<file path="config.mk">
export PLATFORM = sky130hd
export DESIGN_NAME = cdrg_top
export DESIGN_NICKNAME = d
export VERILOG_FILES = /design/src/verilog/cdrg_pkg.sv /design/src/verilog/cdrg_top.sv /design/src/verilog/cdrg_fifo.sv
export SDC_FILE = /design/constraint.sdc
export NUM_CORES = 1
export LEC_CHECK = 0
export ABC_CLOCK_PERIOD_IN_PS = 16800
export BUFFER_PORTS_ARGS = -buffer_cell sky130_fd_sc_hd__buf_4
export CORE_UTILIZATION = 44
export CTS_BUF_LIST = sky130_fd_sc_hd__clkbuf_8
export CTS_CLUSTER_DIAMETER = 150
export DETAILED_ROUTE_END_ITERATION = 7
export PLACE_DENSITY = 0.69
export SYNTH_ARGS = -nofsm -noshare
export SYNTH_HDL_FRONTEND = slang
export SYNTH_HIERARCHICAL = 1
export SYNTH_SLANG_ARGS = --single-unit
</file>
<file path="constraint.sdc">
create_clock -name clk_sys -period 16.8 [get_ports clk_sys]
set_clock_uncertainty 0.1 [all_clocks]
set_input_delay 2.52 -clock clk_sys [delete_from_list [all_inputs] [get_ports clk_sys]]
set_output_delay 2.52 -clock clk_sys [all_outputs]
set_load 0.02 [all_outputs]
</file>
<file path="src/verilog/cdrg_pkg.sv">
// Package of register offsets, field positions, reset values and timing for the digitizer register side.
package cdrg_pkg;
   // ==========================================================
   // Register addresses (6-bit serial register space)
   localparam logic [5:0] ADDR_UTIL0_CODE  = 6'h0d;
   localparam logic [5:0] ADDR_UTIL1_CODE  = 6'h0e;
   localparam logic [5:0] ADDR_CONTROL     = 6'h08;
   localparam logic [5:0] ADDR_READBACK    = 6'h3e;
   localparam logic [5:0] ADDR_CHIP_RESET  = 6'h3f;
   localparam logic [5:0] ADDR_LAST_PLAIN  = 6'h0e;
   // ==========================================================
   // Field positions
   localparam int RB_ENABLE_BIT     = 9;
   localparam int CDS_BYPASS_BIT    = 7;
   localparam int CHIP_RESET_BIT    = 0;
   localparam int REG_W             = 10;
   localparam int UTIL_W            = 8;
   // ==========================================================
   // Reset values
   localparam logic [9:0] UTIL_RESET     = 10'h000;
   localparam logic [9:0] READBACK_RESET = 10'h000;
   localparam logic [9:0] CONTROL_RESET  = 10'h038;
   // ==========================================================
   // Calibration selector codes in the upper three select bits
   localparam logic [2:0] CAL_SEL_NONE   = 3'h0;
   localparam logic [2:0] CAL_SEL_FINE   = 3'h1;
   localparam logic [2:0] CAL_SEL_COARSE = 3'h2;
   localparam logic [2:0] CAL_SEL_AVG    = 3'h3;
   // ==========================================================
   // Gain mapping
   localparam logic [9:0] GAIN_CODE_MAX  = 10'h300;
   localparam int         GAIN_MAX_DB    = 36;
   localparam int         GAIN_DOUBLE_STEP = 128;
   // ==========================================================
   // Timing
   localparam int CLK_PERIOD_PS     = 8000;
   localparam int SOFT_RESET_PS     = 10000;
   localparam int SOFT_RESET_CYCLES = (SOFT_RESET_PS / CLK_PERIOD_PS) < 1 ? 1 : (SOFT_RESET_PS / CLK_PERIOD_PS);
   // ==========================================================
   // Readback multiplexer states
   typedef enum logic [0:0] {
      CDRG_OUT_ADC  = 1'b0,
      CDRG_OUT_REG  = 1'b1
   } cdrg_out_t;
endpackage : cdrg_pkg

</file>
<file path="src/verilog/cdrg_top.sv">
// Register bank, readback multiplexer, gain map and phase generation of the image digitizer.
`timescale 1ns/1ps
`default_nettype none
module cdrg_top
   import cdrg_pkg::*;
#(
   parameter int DATA_W     = 12,
   parameter int FIFO_DEPTH = 8
) (
   // Clock and reset
   input  wire logic              clk_sys,
   input  wire logic              sys_rst,
   input  wire logic              chip_reset_pin,
   // Register write port
   input  wire logic              reg_wr,
   input  wire logic [5:0]        reg_addr,
   input  wire logic [9:0]        reg_wdata,
   // Other serial registers shown on readback, addresses 0 to 12 except 8, which reads the control register
   input  wire logic [9:0]        serial_regs [13],
   // Calibration logic values
   input  wire logic [9:0]        fine_offset_code,
   input  wire logic [8:0]        coarse_offset_code,
   input  wire logic [9:0]        black_average,
   input  wire logic [9:0]        gain_code,
   // Sample clocks, already synchronous, as levels
   input  wire logic              black_sample_clock,
   input  wire logic              pixel_sample_clock,
   input  wire logic              conversion_clock,
   input  wire logic              clamp,
   input  wire logic              reset_reject_clocked,
   // Converter samples
   input  wire logic              adc_valid,
   output logic                   adc_ready,
   input  wire logic [DATA_W-1:0] adc_data,
   // Calibration sample feed
   output logic                   cal_valid,
   input  wire logic              cal_ready,
   output logic      [DATA_W-1:0] cal_data,
   // Output bus
   output logic      [DATA_W-1:0] digital_output_bus,
   // Analog steering and codes
   output logic      [7:0]        utility_converter_0,
   output logic      [7:0]        utility_converter_1,
   output logic                   cds_bypass,
   output logic                   sel_test_inputs,
   output logic                   coarse_offset_apply,
   output logic                   fine_offset_apply,
   output logic                   phase_black,
   output logic                   phase_pixel,
   output logic                   phase_reset_reject,
   output logic                   dc_restore,
   output logic      [11:0]       gain_db_x100,
   output logic      [3:0]        gain_doublings,
   output logic                   chip_reset_active
);
   localparam logic [2:0] RST_CNT_INIT = 3'(SOFT_RESET_CYCLES);

   logic [7:0]  util0;
   logic [7:0]  util1;
   logic [9:0]  readback_ctl;
   logic [9:0]  control;
   logic        soft_reset;
   logic [2:0]  soft_cnt;
   logic        chip_rst;
   logic        conv_prev;
   logic        conv_edge;
   cdrg_out_t   out_mode;
   logic [9:0]  rb_value;
   logic [9:0]  next_rb_value;
   logic        fifo_valid;
   logic [DATA_W-1:0] fifo_data;

   // Whole-chip reset from the async reset, the pin or the self-clearing bit.
   assign chip_rst          = sys_rst || chip_reset_pin || soft_reset;
   assign chip_reset_active = chip_rst;

   // Serial register value by address; unmapped addresses read zero.
   function automatic logic [9:0] serial_value(input logic [5:0] a);
      if (a == ADDR_CONTROL) begin
         serial_value = control;
      end else if (a <= 6'h0c) begin
         serial_value = serial_regs[a[3:0]];
      end else if (a == ADDR_UTIL0_CODE) begin
         serial_value = {2'h0, util0};
      end else if (a == ADDR_UTIL1_CODE) begin
         serial_value = {2'h0, util1};
      end else if (a == ADDR_READBACK) begin
         serial_value = readback_ctl;
      end else if (a == ADDR_CHIP_RESET) begin
         serial_value = {9'h000, soft_reset};
      end else begin
         serial_value = 10'h000;
      end
   endfunction : serial_value

   // ==========================================================
   // Register writes. The control bank is held in reset by every chip reset source.
   always_ff @(posedge clk_sys or posedge sys_rst) begin
      if (sys_rst) begin
         util0        <= UTIL_RESET[7:0];
         util1        <= UTIL_RESET[7:0];
         readback_ctl <= READBACK_RESET;
         control      <= CONTROL_RESET;
      end else if (chip_reset_pin || soft_reset) begin
         util0        <= UTIL_RESET[7:0];
         util1        <= UTIL_RESET[7:0];
         readback_ctl <= READBACK_RESET;
         control      <= CONTROL_RESET;
      end else if (reg_wr) begin
         case (reg_addr)
            ADDR_UTIL0_CODE: begin
               util0 <= reg_wdata[UTIL_W-1:0];
            end
            ADDR_UTIL1_CODE: begin
               util1 <= reg_wdata[UTIL_W-1:0];
            end
            ADDR_READBACK: begin
               readback_ctl <= reg_wdata;
            end
            ADDR_CONTROL: begin
               control <= reg_wdata;
            end
            default: begin
               util0 <= util0;
            end
         endcase
      end
   end

   // Self-clearing reset bit; held for the derived count of cycles.
   always_ff @(posedge clk_sys or posedge sys_rst) begin
      if (sys_rst) begin
         soft_reset <= 1'b0;
         soft_cnt   <= 3'h0;
      end else if (soft_reset) begin
         soft_cnt   <= soft_cnt - 3'h1;
         soft_reset <= (soft_cnt != 3'h1);
      end else if (reg_wr && reg_addr == ADDR_CHIP_RESET && reg_wdata[CHIP_RESET_BIT]) begin
         soft_reset <= 1'b1;
         soft_cnt   <= RST_CNT_INIT;
      end
   end

   // Utility codes pass straight through; code 0 is lowest level, all ones highest.
   assign utility_converter_0 = util0;
   assign utility_converter_1 = util1;

   // ==========================================================
   // Bypass steering: coarse offset drops out, fine offset stays.
   assign cds_bypass          = control[CDS_BYPASS_BIT];
   assign sel_test_inputs     = cds_bypass;
   assign coarse_offset_apply = !cds_bypass;
   assign fine_offset_apply   = 1'b1;

   // Phases follow the sample clocks; reset reject is always on unless clocked.
   assign phase_black        = black_sample_clock;
   assign phase_pixel        = pixel_sample_clock;
   assign phase_reset_reject = reset_reject_clocked ? pixel_sample_clock : 1'b1;
   assign dc_restore         = clamp && phase_pixel;

   // ==========================================================
   // Gain map in hundredths of a dB; codes past the knee are clamped to 36 dB.
   // The product is kept wide so the exact code/768 ratio is used, not a rounded step.
   always_comb begin
      logic [9:0]  code;
      logic [21:0] prod;
      code = 10'h000;
      prod = 22'h000000;
      code = (gain_code >= GAIN_CODE_MAX) ? GAIN_CODE_MAX : gain_code;
      prod = 22'(code) * 22'(GAIN_MAX_DB * 100);
      gain_db_x100   = 12'(prod / 22'(GAIN_CODE_MAX));
      gain_doublings = 4'(code / 10'(GAIN_DOUBLE_STEP));
   end

   // ==========================================================
   // Readback value selection from the select field.
   always_comb begin
      next_rb_value = 10'h000;
      case (readback_ctl[8:6])
         CAL_SEL_NONE: begin
            next_rb_value = serial_value(readback_ctl[5:0]);
         end
         CAL_SEL_FINE: begin
            next_rb_value = fine_offset_code;
         end
         CAL_SEL_COARSE: begin
            next_rb_value = {1'b0, coarse_offset_code};
         end
         CAL_SEL_AVG: begin
            next_rb_value = black_average;
         end
         default: begin
            next_rb_value = 10'h000;
         end
      endcase
   end

   // Conversion clock rising edge marks a word boundary.
   always_ff @(posedge clk_sys or posedge sys_rst) begin
      if (sys_rst) begin
         conv_prev <= 1'b0;
      end else begin
         conv_prev <= conversion_clock;
      end
   end
   assign conv_edge = conversion_clock && !conv_prev;

   // Mode and value change only at a boundary, so a word is never half mixed.
   always_ff @(posedge clk_sys or posedge sys_rst) begin
      if (sys_rst) begin
         out_mode <= CDRG_OUT_ADC;
         rb_value <= 10'h000;
      end else if (conv_edge) begin
         out_mode <= readback_ctl[RB_ENABLE_BIT] ? CDRG_OUT_REG : CDRG_OUT_ADC;
         rb_value <= next_rb_value;
      end
   end

   // ==========================================================
   // Samples buffer ahead of calibration; a stalled consumer pushes back on the source.
   cdrg_fifo #(
      .WIDTH (DATA_W),
      .DEPTH (FIFO_DEPTH)
   ) u_fifo (
      .clk_sys   (clk_sys),
      .sys_rst   (sys_rst),
      .in_valid  (adc_valid),
      .in_ready  (adc_ready),
      .in_data   (adc_data),
      .out_valid (fifo_valid),
      .out_ready (cal_ready),
      .out_data  (fifo_data)
   );
   // Samples go to calibration in both output modes.
   assign cal_valid = fifo_valid;
   assign cal_data  = fifo_data;

   // Output bus register: converter data or the readback word in the top ten bits.
   always_ff @(posedge clk_sys or posedge sys_rst) begin
      if (sys_rst) begin
         digital_output_bus <= '0;
      end else if (adc_valid && adc_ready) begin
         case (out_mode)
            CDRG_OUT_REG: begin
               digital_output_bus <= {rb_value, 2'h0};
            end
            CDRG_OUT_ADC: begin
               digital_output_bus <= adc_data;
            end
            default: begin
               digital_output_bus <= adc_data;
            end
         endcase
      end
   end

   // ==========================================================
   // Checks.
   soft_reset_len_a : assert property (@(posedge clk_sys) disable iff (sys_rst)
      $rose(soft_reset) |-> soft_reset [*1] ##1 !soft_reset)
      else $error("soft reset length wrong");
   restore_gate_a : assert property (@(posedge clk_sys) disable iff (sys_rst)
      dc_restore |-> clamp && pixel_sample_clock)
      else $error("dc restore without clamp and pixel phase");
   bypass_coarse_a : assert property (@(posedge clk_sys) disable iff (sys_rst)
      cds_bypass |-> !coarse_offset_apply && fine_offset_apply && sel_test_inputs)
      else $error("bypass steering wrong");
   gain_clamp_a : assert property (@(posedge clk_sys) disable iff (sys_rst)
      gain_code >= GAIN_CODE_MAX |-> gain_db_x100 == 12'he10 && gain_doublings == 4'h6)
      else $error("gain not clamped");
   mode_change_a : assert property (@(posedge clk_sys) disable iff (sys_rst)
      out_mode != $past(out_mode) |-> $past(conv_edge))
      else $error("output mode changed off boundary");
   readback_bus_a : assert property (@(posedge clk_sys) disable iff (sys_rst)
      adc_valid && adc_ready && out_mode == CDRG_OUT_REG |=> digital_output_bus == {$past(rb_value), 2'h0})
      else $error("readback word not on bus");
   adc_bus_a : assert property (@(posedge clk_sys) disable iff (sys_rst)
      adc_valid && adc_ready && out_mode == CDRG_OUT_ADC |=> digital_output_bus == $past(adc_data))
      else $error("converter data not on bus");
   cal_select_a : assert property (@(posedge clk_sys) disable iff (sys_rst)
      readback_ctl[8:6] > CAL_SEL_AVG |-> next_rb_value == 10'h000)
      else $error("undefined code not zero");
   pin_reset_a : assert property (@(posedge clk_sys) disable iff (sys_rst)
      chip_reset_pin |=> readback_ctl == READBACK_RESET && !cds_bypass)
      else $error("pin reset did not clear registers");
   cal_feed_a : assert property (@(posedge clk_sys) disable iff (sys_rst)
      fifo_valid |-> cal_valid && cal_data == fifo_data)
      else $error("calibration feed dropped");
endmodule : cdrg_top
`default_nettype wire

</file>
<file path="src/verilog/cdrg_fifo.sv">
// Small synchronous FIFO with valid/ready on both sides.
`timescale 1ns/1ps
`default_nettype none
module cdrg_fifo
   import cdrg_pkg::*;
#(
   parameter int WIDTH = 12,
   parameter int DEPTH = 8
) (
   // Clock and reset
   input  wire logic             clk_sys,
   input  wire logic             sys_rst,
   // Fill side
   input  wire logic             in_valid,
   output logic                  in_ready,
   input  wire logic [WIDTH-1:0] in_data,
   // Drain side
   output logic                  out_valid,
   input  wire logic             out_ready,
   output logic      [WIDTH-1:0] out_data
);
   localparam int AW = $clog2(DEPTH);
   logic [WIDTH-1:0] mem [DEPTH];
   logic [AW-1:0]    wr_ptr;
   logic [AW-1:0]    rd_ptr;
   logic [AW:0]      count;
   logic             push;
   logic             pop;

   // Full and empty come straight from the occupancy count.
   assign in_ready  = (count != (AW+1)'(DEPTH));
   assign out_valid = (count != '0);
   assign push      = in_valid && in_ready;
   assign pop       = out_valid && out_ready;
   assign out_data  = mem[rd_ptr];

   // ==========================================================
   // Storage has no reset so it maps to plain RAM.
   always_ff @(posedge clk_sys) begin
      if (push) begin
         mem[wr_ptr] <= in_data;
      end
   end

   // Pointers and count.
   always_ff @(posedge clk_sys or posedge sys_rst) begin
      if (sys_rst) begin
         wr_ptr <= '0;
         rd_ptr <= '0;
         count  <= '0;
      end else begin
         if (push) begin
            wr_ptr <= (wr_ptr == AW'(DEPTH-1)) ? '0 : wr_ptr + 1'b1;
         end
         if (pop) begin
            rd_ptr <= (rd_ptr == AW'(DEPTH-1)) ? '0 : rd_ptr + 1'b1;
         end
         count <= count + (AW+1)'(push) - (AW+1)'(pop);
      end
   end
endmodule : cdrg_fifo
`default_nettype wire

</file>
==> results.ini, run 1 <==
[global_route]
grt_antenna_before_repair = 0
grt_max_degree = 66
wire_length_of_the_first_global_routing_pass_um = 60900
overflow = 0
grt_usage = 0.247
grt_pass1_vias = 11400

[worst_hold_path]
whs_path_depth = 1
holdCritStartpoint = soft_cnt[2]
worst_hold_path.endpoint = soft_cnt[2]
timing.hold.worst.class = reg -> reg

[logic_synthesis]
cell_variety_after_synth = 120
synth_cells = 1272
number_of_enable_flip_flop_cells_after_synthesis = 96
mappedNetlistNets = 1554
number_of_warning_messages_in_the_yosys_log = 6
synth-seq-area-share = 0.348
postSynthRegisterBits = 170
synth_ff_type = sky130_fd_sc_hd__edfxtp_1
mean_post_synth_cell_area_sq_um = 10.7
synthArstFlopShare = 0.435
synth.cell_area_sq_um = 13600

[routing]
drc_errors = 0
post_drt_wl_per_cell_um = 20.0
postRouteWirelength_um = 40300
detailedRoute.firstIterationViolations = 858
first_pass_iters = 6
drt-vias-per-instance = 5.91
final_antenna_net_count = 0
route.vias.total = 11900

[final_layout]
final_net_count = 1891
final_util = 0.572
diodes = 0
post_route_cells_drive_above_1_share = 0.373
areaGrowthSynthToFinish_pct = 28.3

[floorplan]
die_area_sq_um = 31600
die-height_um = 178
io_pins = 275
initial_standard_cell_utilization_of_the_core = 0.446
row_count = 64
core_area_sq_um = 30500
die_w_um = 178

[clock_network]
clock_latency_ps = 450
clk_transition_reported_paths_ps = 80
cts.path.max_buffers = 2
cts_inserted_buffers = 17
cts-hold-fix-buffers = 0
cts.sinks = 170
htreeDepth = 4
cts_tree = built
clock-root-buffer = sky130_fd_sc_hd__clkbuf_8

[timing]
max_clock_freq_ghz = 0.0613
relSlewSlack = 0.274
slew_viol_final = 0
finalCriticalPeriod_ps = 16320
setup_viol_count_final = 0
timing_worst_slew_pin_value_ps = 1080
report.final.hold_viol_count = 0
final_min_period_over_clock_period = 0.972

[worst_setup_path]
timing.reg2reg.worst_path_depth = 6
cpPeakStageDelay_ps = 460
crit-reg2reg-launch = readback_ctl[0]
ff2ff_setup_slack_ps = 13480
worst_ep_required_time_ps = 14180
end_of_the_worst_register_to_register_path = rb_value[5]
path_max_fanout = 9
arrival_ps = 13700
start_kind = input port
worst_setup_path_type = in -> out
critical_path.endpoint_type = primary output
critical_path.most_common_cell = sky130_fd_sc_hd__buf_4
worst_path_max_delay_cell = sky130_fd_sc_hd__fa_1

[run]
max_cap_viol_count = 0

[place]
place.port_buffers = 270
place_hpwl_um = 31300
place_congestion = 0.952

[status]
outcome = completed

==> worst max path at each step <==
stage	startpoint	to	slack, ps	cells after the start
global placement	gain_code[8]	gain_db_x100[0]	270	45
floorplan	gain_code[8]	gain_db_x100[0]	30	46
CTS	gain_code[8]	gain_db_x100[0]	60	45
global route	gain_code[8]	gain_db_x100[0]	-60	48
finish	gain_code[8]	gain_db_x100[0]	480	48
detailed placement	gain_code[8]	gain_db_x100[0]	-30	44
==> cell families (layout without fill, tap and decap cells) <==
| family | Yosys count | count (layout) | share of synthesized area |
|---|---|---|---|
| AOI/OAI and AO/OA | 306 | 306 | 0.167 |
| xor gates and xnor gates | 53 | 53 | 0.0373 |
| adders and majority gates | 74 | 74 | 0.0752 |
| and+or+nand+nor | 415 | 415 | 0.161 |
| buffers and inverters | 100 | 450 | 0.0321 |
| other | 2 | 2 | 0.000552 |
| muxes | 152 | 152 | 0.178 |
| DFF | 170 | 170 | 0.348 |
==> cell usage after synthesis (all sizes together), types with 25 or more instances <==
master	instances	area share
ha	61	0.056
o21ai	66	0.026
edfxtp	96	0.21
a21oi	66	0.026
clkbuf	34	0.0094
mux4	62	0.11
mux2	36	0.030
nand2	93	0.026
nor2	116	0.032
xnor2	35	0.024
buf	25	0.011
nor3	29	0.012
dfrtp	71	0.13
inv	39	0.011
mux2i	54	0.040
nand3	29	0.012
==> metal layers <==
layer,vias to the layer above,track usage,wire length [um]
met5,-,0,0
met4,0,0.0580,661
met3,53,0.0392,2100
met2,386,0.419,20100
met1,5878,0.328,17400
li1,5612,-,-
==> critical path: cells and delay by family <==
family / cells / cell delay, ps
AO/OA/AOI/OAI: 19 / 4700
adder cells (fa/ha/maj): 6 / 2140
buffers and inverters: 9 / 1410
AND/OR/NAND/NOR: 14 / 2910
==> flip-flops by register name, summed over array words and instances (netlist names), 3 cells and up <==
name,count
rb_value,10
u_fifo/count,4
control,10
utility_converter_0,8
u_fifo/mem,96
soft_cnt,3
digital_output_bus,12
readback_ctl,10
utility_converter_1,8
u_fifo/rd_ptr,3
u_fifo/wr_ptr,3
==> stage by stage <==
step	setup TNS, ps	instance area (sq um)	cells	setup WS, ps	hold WS, ps
floorplan	0	13600	1272	30.4	350
global placement	0	16600	1968	273	368
detailed placement	-34.2	16600	1968	-34.2	374
CTS	0	17100	2000	56.6	392
global route	-57.8	17500	2018	-57.8	420
finish	0	17500	2018	479	387
==> final cells by class <==
type                            instances  area, sq um
Clock buffer                           17          234
Clock inverter                         15          208
Fill cell                            2641        13000
Inverter                               41          155
Multi-Input combinational cell       1002         8790
Sequential cell                       170         4740
Tap cell                              396          495
Timing Repair Buffer                  377         2840
==> placed cells by master (no fill, tap or decap), drive strengths merged, types with 9 or more instances in the layout <==
master and instances:
mux2i 54, nor2b 9, nor3 29, nor4 10
xor2 17, and2 12, a221oi 16, a31oi 24
o21ai 66, and3 18, xnor2 35, or2 14
nand4 13, a21o 12, a21oi 66, o211ai 17
inv 48, clkbuf 17, buf 377, or3 11
nor2 116, nand2 93, nand2b 20, nand3 29
ha 61, mux4 62, edfxtp 96, dfrtp 71
fa 13, mux2 36
==> timing repair <==
action                     in CTS  in global routing
setup buffers                   0                 18
pin swaps                       0                 25
gates resized for setup         5                 52
setup endpoints to repair       1                  2
Power of run 1 is left out: the tool's default activity adds up to more than one toggle a clock period on the data nets, which glitch-free logic cannot reach.
==> inputs of run 2 (changes only) <==
Settings changed: GPL_TIMING_DRIVEN from default to 0, TNS_END_PERCENT from default to 10.
==> results.ini, run 2 (synthesis results as in run 1) <==
[worst_setup_path]
critical_path.most_common_cell = sky130_fd_sc_hd__buf_6
critical_path.endpoint_type = primary output
cpPeakStageDelay_ps = 580  ; +120 ps
crit-reg2reg-launch = readback_ctl[0]
worst_path_max_delay_cell = sky130_fd_sc_hd__fa_1
worst_setup_path_type = in -> out
arrival_ps = 13960  ; +260 ps
crit_buf_inv = 12  ; +3
start_kind = input port
path_max_fanout = 8  ; -1
ff2ff_setup_slack_ps = 13320  ; -160 ps
end_of_the_worst_register_to_register_path = rb_value[4]
worst_ep_required_time_ps = 14180  ; about the same
timing.reg2reg.worst_path_depth = 8  ; +2
worst_path_dominant_cell_family = compound AO/OA/AOI/OAI gates

[final_layout]
max_ffs_per_register = 96  ; unchanged
layout_commonest_cell = sky130_fd_sc_hd__buf_4
final_net_count = 1932  ; +2.2%
diodes = 0  ; unchanged
final_util = 0.602  ; +0.0298
post_route_cells_drive_above_1_share = 0.408  ; +0.0353
biggestRegsByFlops = u_fifo/mem x96, digital_output_bus x12
largest_register_by_flop_count = u_fifo/mem
areaGrowthSynthToFinish_pct = 35.0
final_cell_mix = 353 x sky130_fd_sc_hd__buf_4, 106 x sky130_fd_sc_hd__nor2_1, 96 x sky130_fd_sc_hd__edfxtp_1
fin_cells = 2059  ; +2.0%

[routing]
drt-vias-per-instance = 5.99  ; +1.3%
first_pass_iters = 5  ; -1
route.layer.met1.wl_um = 17300  ; -0.38%
met2WireLength_um = 21300  ; +5.7%
detailroute.wirelength.met3_um = 2650  ; +26%
postRouteWirelength_um = 42300  ; +5.1%
drc_errors = 0  ; unchanged
route.vias.total = 12300  ; +3.3%
detailedRoute.firstIterationViolations = 848  ; -1.2%
top_signal_layer_used = met4
post_drt_wl_per_cell_um = 20.6  ; +3.0%
final_antenna_net_count = 0  ; unchanged

[timing]
report.final.hold_viol_count = 0  ; unchanged
setup_viol_count_final = 0  ; unchanged
relSlewSlack = 0.0936  ; -0.181
fin_hold_ws_ps = 386  ; -0.707 ps
setup_ws_ps = 223  ; -256 ps
finalCriticalPeriod_ps = 16580  ; +256 ps
max_clock_freq_ghz = 0.0603  ; -1.5%
timing_worst_slew_pin_value_ps = 1350  ; +272 ps
final_min_period_over_clock_period = 0.987  ; +0.0152
slew_viol_final = 0  ; unchanged

[clock_network]
cts.sinks = 170  ; unchanged
clock_latency_ps = 470  ; +20 ps
cts.path.max_buffers = 2  ; unchanged
htreeDepth = 4  ; unchanged
cts_tree = built
cts-hold-fix-buffers = 0  ; unchanged
clock-root-buffer = sky130_fd_sc_hd__clkbuf_8
clk_transition_reported_paths_ps = 90  ; about the same
cts_inserted_buffers = 17  ; unchanged

[worst_hold_path]
timing.hold.worst.class = reg -> reg
worst_hold_path.endpoint = soft_cnt[2]
whs_path_depth = 1  ; unchanged
holdCritStartpoint = soft_cnt[2]

[floorplan]
core_area_sq_um = 30500  ; unchanged
initial_standard_cell_utilization_of_the_core = 0.446  ; unchanged
io_pins = 275  ; unchanged
die-height_um = 178  ; unchanged
row_count = 64  ; unchanged
die_w_um = 178  ; unchanged
die_area_sq_um = 31600  ; unchanged

[place]
place_hpwl_um = 31600  ; +1.0%
place_congestion = 0.924  ; -2.9%
place_inst = 1946  ; -1.1%
pre_cts_slack_ps = -2130  ; -2090 ps
place.port_buffers = 271  ; +0.37%

[global_route]
grt_antenna_before_repair = 0  ; unchanged
overflow = 0  ; unchanged
grt_max_degree = 38  ; -42%
wire_length_of_the_first_global_routing_pass_um = 61400  ; +0.68%
grt_pass1_vias = 11600  ; +1.3%
grt_usage = 0.249  ; +0.00266

[status]
outcome = completed

[run]
max_cap_viol_count = 0  ; unchanged

==> run 2: worst max-delay path by stage <==
stage	start	slack [ps]	end	cells after the start
after floorplan	gain_code[8]	30	gain_db_x100[0]	46
after global placement	gain_code[8]	-1910	gain_db_x100[0]	44
after detailed placement	gain_code[8]	-2130	gain_db_x100[0]	46
after CTS	gain_code[8]	-260	gain_db_x100[0]	50
after global routing	gain_code[9]	-160	gain_db_x100[0]	48
final	gain_code[9]	220	gain_db_x100[0]	51
==> run 2: through the flow <==
step           TNS (ps)  instance area, sq um
5_1_grt            -157                 18400
6_report              0                 18400
3_3_place_gp      -5370                 16200
2_1_floorplan         0                 13600
3_5_place_dp      -6110                 16300
4_1_cts            -310                 17100
==> run 2: layout make-up <==
| cell class | count | area [sq um] |
|---|---|---|
| well taps | 396 | 495 |
| fillers | 2515 | 12100 |
| inverters | 41 | 169 |
| repair buffers | 362 | 2790 |
| clock buffers | 17 | 234 |
| flip-flops and latches | 170 | 4740 |
| multi-input cells | 1002 | 9490 |
| plain buffers | 56 | 303 |
| clock inverters | 15 | 155 |
==> run 2: metal layers <==
layer  vias up  global-route usage
li1       5693                   -
met1      6033               0.328
met5         -                   0
met3        89              0.0443
met2       509               0.419
met4         0              0.0691
==> run 2: timing repair <==
action,in CTS,in global routing
gates cloned,0,1
pin swaps,11,72
hold endpoints to repair,0,0
gates resized for setup,60,146
setup buffers,18,64
endpoints found under the setup margin,5,3
==> run 2: worst register-to-register path, cell delays in order (launching register included) <==
cell and delay [ps]:
sky130_fd_sc_hd__dfrtp_1 380, sky130_fd_sc_hd__buf_1 590, sky130_fd_sc_hd__clkbuf_1 500, sky130_fd_sc_hd__nand2_1 90, sky130_fd_sc_hd__nor3_1 800, sky130_fd_sc_hd__a221oi_1 320, sky130_fd_sc_hd__a21oi_1 330, sky130_fd_sc_hd__a221oi_1 100
sky130_fd_sc_hd__o21ai_0 170
Power of run 2 is left out for the same reason.
